**src/shared/p6g_defs.svh**
```systemverilog
/*
 * Offsets, field positions, reset values and response codes of the port 6 block.
 * Assumes inclusion by bare name from the design and the bench.
 */
`ifndef P6G_DEFS_SVH
`define P6G_DEFS_SVH

// ****************************************
// Register indexes (byte address is four times the index)
// ****************************************
`define P6G_IDX_LATCH 6'h06
`define P6G_IDX_DIR 6'h0c
`define P6G_IDX_CONV 6'h0e

// ****************************************
// Field positions
// ****************************************
`define P6G_CONV_ADFLAG_BIT 0

// ****************************************
// Reset values
// ****************************************
`define P6G_RST_LATCH 8'h00
`define P6G_RST_DIR 8'h00
`define P6G_RST_ADFLAG 1'b1

// ****************************************
// AXI4-Lite response codes
// ****************************************
`define P6G_RESP_OKAY 2'h0
`define P6G_RESP_SLVERR 2'h2

`endif

```
**src/shared/p6g_pkg.sv**
```systemverilog
/*
 * Types of the port 6 block: bus carriers, pin modes and the block state.
 * Assumes an AXI4-Lite master with 8-bit addresses and 32-bit data.
 */
package p6g_pkg;

	// ****************************************
	// Bus carriers
	// ****************************************
	typedef struct packed {
		logic awvalid;
		logic [7:0] awaddr;
		logic wvalid;
		logic [31:0] wdata;
		logic [3:0] wstrb;
		logic bready;
		logic arvalid;
		logic [7:0] araddr;
		logic rready;
	} p6g_axi_req_t;

	typedef struct packed {
		logic awready;
		logic wready;
		logic bvalid;
		logic [1:0] bresp;
		logic arready;
		logic rvalid;
		logic [31:0] rdata;
		logic [1:0] rresp;
	} p6g_axi_rsp_t;

	// ****************************************
	// Pin modes
	// ****************************************
	typedef enum logic [1:0] {
		P6G_FIXED0,
		P6G_INPUT,
		P6G_ANALOG,
		P6G_OUTPUT
	} p6g_mode_t;

	// ****************************************
	// Whole block state
	// ****************************************
	typedef struct packed {
		p6g_axi_rsp_t bus;
		logic awHave;
		logic [7:0] awAddr;
		logic wHave;
		logic [7:0] wData;
		logic wLane0;
		logic [7:0] latch;
		logic [7:0] dir;
		logic adFlag;
		logic [7:0] sync1;
		logic [7:0] sync2;
		logic [7:0] pinOut;
		logic [7:0] pinOe_n;
		logic [7:0] analogSel;
		logic [7:0] periphIn;
	} p6g_state_t;

endpackage : p6g_pkg

```
**src/hdl/p6g_port6.sv**
```systemverilog
/*
 * Port 6: eight bidirectional pins with per-bit direction, shared with
 * analog converter inputs and digital peripheral inputs, behind AXI4-Lite.
 * Assumes one clock, a synchronous active-low reset, and a converter that
 * reads analogSel and honours the analog-disable output.
 */
`timescale 1ns/10ps

`include "p6g_defs.svh"

// How it works
// - Eight pins, each direction set separately.
// - Reset clears latch, direction; sets analog-disable.
// - Sampled pin inputs read zero during reset.
// - Direction one means output, nothing else matters.
// - Disabled converter, both zero: input fixed zero.
// - Analog-mode bits read back as zero.
// - Non-analog pins not fixed zero stay ordinary digital bits.
// - Output latch holds; inputs sampled at read.
module p6g_port6 #(
	parameter int PORT_W = 8
) (
	// Clock, reset and freeze
	input wire logic ref_clk,
	input wire logic rst_n,
	input wire logic clkEn,
	// Register bus
	input wire p6g_pkg::p6g_axi_req_t axiReq,
	output p6g_pkg::p6g_axi_rsp_t axiRsp,
	// Pins
	input wire logic [7:0] pinIn,
	output logic [7:0] pinOut,
	output logic [7:0] pinOe_n,
	// Converter side
	output logic analogDisable,
	output logic [7:0] analogSel,
	// Peripheral inputs (interrupt, counters, key wake)
	output logic [7:0] periphIn
);
	import p6g_pkg::*;

	// ****************************************
	// Elaboration check
	// ****************************************
	generate
		if (PORT_W != 8)
		begin : g_badWidth
			$error("p6g_port6 serves exactly eight pins");
		end
	endgenerate

	// ****************************************
	// State
	// ****************************************
	p6g_state_t s;
	p6g_state_t next_s;

	p6g_mode_t pinMode [8];
	logic [7:0] portRead;
	logic [7:0] analogNow;
	logic [7:0] periphNow;

	// ****************************************
	// Per-pin mode decode
	// ****************************************
	genvar i;
	generate
		for (i = 0; i < 8; i = i + 1)
		begin : g_pin
			// Direction wins over latch and flag
			assign pinMode[i] = s.dir[i] ? P6G_OUTPUT :
				s.latch[i] ? P6G_INPUT :
				s.adFlag ? P6G_FIXED0 :
				P6G_ANALOG;
			// Output bits read the latch, inputs the synchronised pin
			assign portRead[i] = (pinMode[i] == P6G_OUTPUT) ? s.latch[i] :
				(pinMode[i] == P6G_INPUT) ? s.sync2[i] :
				1'b0;
			assign analogNow[i] = (pinMode[i] == P6G_ANALOG);
			// Peripherals only see pins in digital input mode
			assign periphNow[i] = (pinMode[i] == P6G_INPUT) ? s.sync2[i] : 1'b0;
		end
	endgenerate

	// ****************************************
	// Next state
	// ****************************************
	always_comb
	begin
		next_s = s;

		// Two-flop synchroniser; stage one feeds stage two only
		next_s.sync1 = pinIn;
		next_s.sync2 = s.sync1;

		// Write address and data, taken in either order
		if (axiReq.awvalid && s.bus.awready)
		begin
			next_s.awHave = 1'b1;
			next_s.awAddr = axiReq.awaddr;
		end
		if (axiReq.wvalid && s.bus.wready)
		begin
			next_s.wHave = 1'b1;
			next_s.wData = axiReq.wdata[7:0];
			next_s.wLane0 = axiReq.wstrb[0];
		end
		if (s.bus.bvalid && axiReq.bready)
		begin
			next_s.bus.bvalid = 1'b0;
		end

		// Perform the write once both halves are held
		if (s.awHave && s.wHave && !s.bus.bvalid)
		begin
			next_s.awHave = 1'b0;
			next_s.wHave = 1'b0;
			next_s.bus.bvalid = 1'b1;
			next_s.bus.bresp = `P6G_RESP_OKAY;
			case (s.awAddr[7:2])
				`P6G_IDX_LATCH:
				begin
					// Whole byte is stored; a write-back of a read would rewrite modes
					if (s.wLane0)
					begin
						next_s.latch = s.wData;
					end
				end
				`P6G_IDX_DIR:
				begin
					if (s.wLane0)
					begin
						next_s.dir = s.wData;
					end
				end
				`P6G_IDX_CONV:
				begin
					if (s.wLane0)
					begin
						next_s.adFlag = s.wData[`P6G_CONV_ADFLAG_BIT];
					end
				end
				default:
				begin
					next_s.bus.bresp = `P6G_RESP_SLVERR;
				end
			endcase
		end

		// Hold new write halves off while one is pending or answered
		next_s.bus.awready = !next_s.awHave && !next_s.bus.bvalid;
		next_s.bus.wready = !next_s.wHave && !next_s.bus.bvalid;

		// Read channel
		if (s.bus.rvalid && axiReq.rready)
		begin
			next_s.bus.rvalid = 1'b0;
		end
		if (axiReq.arvalid && s.bus.arready)
		begin
			next_s.bus.rvalid = 1'b1;
			next_s.bus.rresp = `P6G_RESP_OKAY;
			next_s.bus.rdata = 32'h00000000;
			case (axiReq.araddr[7:2])
				`P6G_IDX_LATCH:
				begin
					// Inputs are sampled at the moment of the read
					next_s.bus.rdata = {24'h000000, portRead};
				end
				`P6G_IDX_DIR:
				begin
					next_s.bus.rdata = {24'h000000, s.dir};
				end
				`P6G_IDX_CONV:
				begin
					next_s.bus.rdata = {31'h00000000, s.adFlag};
				end
				default:
				begin
					next_s.bus.rresp = `P6G_RESP_SLVERR;
				end
			endcase
		end
		next_s.bus.arready = !next_s.bus.rvalid;

		// Pin and side outputs, registered so every output is a flop
		next_s.pinOut = s.latch;
		next_s.pinOe_n = ~s.dir;
		next_s.analogSel = analogNow;
		next_s.periphIn = periphNow;
	end

	// ****************************************
	// Registers
	// ****************************************
	always_ff @(posedge ref_clk)
	begin
		if (!rst_n)
		begin
			s <= '0;
			s.latch <= `P6G_RST_LATCH;
			s.dir <= `P6G_RST_DIR;
			s.adFlag <= `P6G_RST_ADFLAG;
			// Sampled inputs held at zero while reset lasts
			s.sync1 <= 8'h00;
			s.sync2 <= 8'h00;
			s.pinOe_n <= 8'hff;
		end
		else if (clkEn)
		begin
			s <= next_s;
		end
	end

	// ****************************************
	// Outputs
	// ****************************************
	assign axiRsp = s.bus;
	assign pinOut = s.pinOut;
	assign pinOe_n = s.pinOe_n;
	assign analogDisable = s.adFlag;
	assign analogSel = s.analogSel;
	assign periphIn = s.periphIn;

endmodule : p6g_port6

```
**config.mk**
```make
export PLATFORM = sky130hd
export DESIGN_NAME = p6g_port6
export DESIGN_NICKNAME = d
export VERILOG_FILES = /design/src/shared/p6g_pkg.sv /design/src/hdl/p6g_port6.sv
export VERILOG_INCLUDE_DIRS = /design/src /design/src/shared
export SDC_FILE = /design/constraint.sdc
export NUM_CORES = 1
export LEC_CHECK = 0
export BUFFER_PORTS_ARGS = -buffer_cell sky130_fd_sc_hd__clkbuf_2
export CORE_ASPECT_RATIO = 1.4
export CORE_MARGIN = 10
export CORE_UTILIZATION = 46
export DETAILED_ROUTE_END_ITERATION = 6
export PLACE_DENSITY = 0.76
export SLEW_MARGIN = 20
export SYNTH_ARGS = -nofsm -noshare
export SYNTH_HDL_FRONTEND = slang
export SYNTH_SLANG_ARGS = --single-unit
```
**constraint.sdc**
```tcl
create_clock -name ref_clk -period 1.71 [get_ports ref_clk]
set_input_delay 0 -clock ref_clk [delete_from_list [all_inputs] [get_ports ref_clk]]
set_output_delay 0 -clock ref_clk [all_outputs]
set_load 0.05 [all_outputs]
```
==> results.sh <==
export IMPL_finClkSkew_ps=4.88
export IMPL_met2_usage_pct=24.2
export IMPL_ys_warn_count=0
export IMPL_antenna_cells=0
export IMPL_coreArea_um2=9460
export IMPL_status="complete, no violations"
export IMPL_path_buf_inv=1
export IMPL_ys_seq_area_share_pct=43.8
export IMPL_seqCellArea_um2=1940
export IMPL_synth_area_per_cell_um2=9.17
export IMPL_path_class="register to register"
export IMPL_post_cts_buffers=0
export IMPL_vias_per_cell=5.00
export IMPL_clock_latency_ps=340
export IMPL_cp_slowest_cell="or3_4"
export IMPL_drcViolationCount=0
export IMPL_drive_gt1_share_pct=20.6
export IMPL_wl_um=10100
export IMPL_die_area_um2=14000
export IMPL_cts_made_buffers=9
export IMPL_slew_limit_headroom_pct=63.7
export IMPL_p_leak_nw=2.10
export IMPL_min_period_ps=1630
export IMPL_clk_pin_slew_ps=60
export IMPL_pwr_density_cell_nw_per_um2=951
export IMPL_internal_power_mw=3.72
export IMPL_maxCapViolations=0
export IMPL_cp_num_cells=5
export IMPL_crit_family="simple AND/OR/NAND/NOR gates"
export IMPL_syn_area_um2=4430
export IMPL_synth_top_family_by_area="simple AND/OR/NAND/NOR gates"
export IMPL_placementRows=42
export IMPL_cpPeakStageDelay_ps=440
export IMPL_use_met3_pct=3.61
export IMPL_clkSinkCount=97
export IMPL_yosys_area_share_simple_pct=19.1
export IMPL_fin_crit_sh_pct=95.5
export IMPL_setup_violations_final=0
export IMPL_hold_path_class="input port to register"
export IMPL_cts_tree="done"
export IMPL_initial_core_util_pct=46.8
export IMPL_area_growth_pct=15.4
export IMPL_start_kind="register"
export IMPL_num_vias=3265
export IMPL_antenna_left=0
export IMPL_path_cells="nand4b_2 -> or3_4 -> nor3_4 -> buf_12 -> mux2i_1"
export IMPL_grt_max_degree=76
export IMPL_synthXorXnorAreaFrac_pct=0
export IMPL_slew_viol_final=0
export IMPL_nets=608
export IMPL_netSwitchingFraction_pct=23.6
export IMPL_synth_mux_area_share_pct=11.3
export IMPL_grt_overflow_total=0
export IMPL_r2r_cells=5
export IMPL_wl_per_cell_um=15.4
export IMPL_synthCells=483
export IMPL_timing_fmax_ghz=0.613
export IMPL_synth_edff_count=0
export IMPL_grtUsageMet1_pct=17.1
export IMPL_synthAdderAreaFrac_pct=0
export IMPL_grt_util_all_layers_pct=14.7
export IMPL_p_sw_mw=1.15
export IMPL_htreeDepth=3
export IMPL_cts_max_path_buffers=2
export IMPL_p_seq_share_pct=47.8
export IMPL_firstDrtPassIters=4
export IMPL_worst_slew_pin_slew_ps=545
export IMPL_ir_drop_mv=0.552
export IMPL_power_frac_clock_pct=43.0
export IMPL_ys_ff_latch=97
export IMPL_setup_tns_final_ps=0
export IMPL_dieHeight_um=136
export IMPL_io_pin_count=142
export IMPL_place_area_um2=4540
export IMPL_final_cell_mix="dfxtp_1, clkbuf_2, nand2_1"
export IMPL_combPwrFrac_pct=9.2
export IMPL_critical_path_max_fanout=8
export IMPL_root_buffer="clkbuf_16"
export IMPL_cp_data_arrival_time_ps=1900
export IMPL_synth_compound_area_share_pct=10.4
export IMPL_grt_pass1_wl_um=16300
export IMPL_antenna_found_initial=0
export IMPL_hold_violations=0
export IMPL_num_fill_cells=839
export IMPL_die_w_um=103
export IMPL_final_common_cell="dfxtp_1"
export IMPL_grt_pass1_vias=3265
export IMPL_crit_required_ps=1980
export IMPL_yosys_area_top_type="dfxtp_1"
export IMPL_post_synth_top_area_fraction_pct=43.8
export IMPL_multi_input_area_um2=1910
export IMPL_yosys_top_cells_area="dfxtp_1, buf_4, mux2i_1"
export IMPL_drt_iter0_drc=173
export IMPL_routabilityCongestion=0.843
export IMPL_grt_busiest_layer="met2"
export IMPL_cp_end_kind="register"
export IMPL_synthArstFlopShare_pct=0
export IMPL_fin_area_um2=5110
export IMPL_hold_slack_ps=15.6
export IMPL_whs_path_depth=3
export IMPL_synthDistinctLibCells=35
export IMPL_portBuffers=84
export IMPL_synth_main_ff_cell="dfxtp_1"
export IMPL_dp_final_hpwl_um=7310
## registers in the layout, indices dropped and copies added, names as in the netlist
signal / cells
analogDisable: 1
analogSel: 8
axiRsp: 15
next_s: 16
periphIn: 8
pinOe_n: 8
pinOut: 8
s: 33
## power groups by stage
stage	Sequential (mW)	Clock [mW]	Combinational, mW
after CTS	2.32	2.13	0.444
after floorplan	2.36	0	0.368
after detailed placement	2.37	0	0.394
after global routing	2.33	2.21	0.481
after global placement	2.37	0	0.388
final	2.32	2.09	0.447
## layer usage
layer  up-vias  wire length, um
met4         0              328
met2       101             4980
li1       1640                -
met1      1501             4160
met3        23              619
met5         -                0
## cell usage after synthesis (3+ instances only)
cell type,n
a21boi_0,17
nand2_1,75
nand4b_1,7
a31oi_1,6
nand2b_1,10
dfxtp_1,97
buf_4,73
nand3_1,5
o31ai_1,6
buf_2,3
mux2i_1,50
inv_1,10
o32ai_1,7
a21oi_1,9
nor2_1,6
o21ai_0,13
clkbuf_1,21
nor2b_1,38
and2_1,8
## cells by family (layout without fill, tap and decap cells)
| logic type | Yosys count | after routing |
|---|---|---|
| simple gates | 160 | 160 |
| buf+inv | 107 | 142 |
| flops | 97 | 97 |
| compound gates | 68 | 68 |
| mux | 50 | 50 |
| other cells | 1 | 26 |
## per-stage QoR
stage	total power [mW]	setup slack (ps)	util, %	instances
2_1_floorplan	2.73	47.1	-	508
3_3_place_gp	2.76	112	48.0	613
3_5_place_dp	2.77	24.2	48.0	613
4_1_cts	4.90	20.1	54.0	653
5_1_grt	5.02	-6.77	54.0	653
6_report	4.86	77.5	54.0	653
## repair_timing
action	CTS	global route
hold endpoints to repair	27	0
gates resized for setup	0	2
hold buffers	26	0
pin swaps	1	2
setup endpoints to repair	1	10
## area by class of cell
type	count	share of cell area [%]
sequential	97	38.0
clock inverter	5	1.59
timing repair buffer	118	15.2
clock buffer	9	4.41
inverter	10	0.734
multi-input combinational	304	37.4
tap	110	2.69
## path summary, 6_finish.rpt
path                           start                       to  slack [ps]
min reg2reg   axiRsp[5]$_SDFFE_PN0P_   axiRsp[5]$_SDFFE_PN0P_         460
min                       axiReq[56]  axiRsp[40]$_SDFFE_PN0P_          20
max          axiRsp[38]$_SDFFE_PN0P_  next_s[29]$_SDFFE_PN0P_          80
max reg2reg  axiRsp[38]$_SDFFE_PN0P_  next_s[29]$_SDFFE_PN0P_          80
## worst min-delay path: cells and delay by family
kind | cells | cell delay (ps)
AO/OA/AOI/OAI | 2 | 220
buffers and inverters | 1 | 90
No activity file was read; power rests on OpenSTA's default activity.
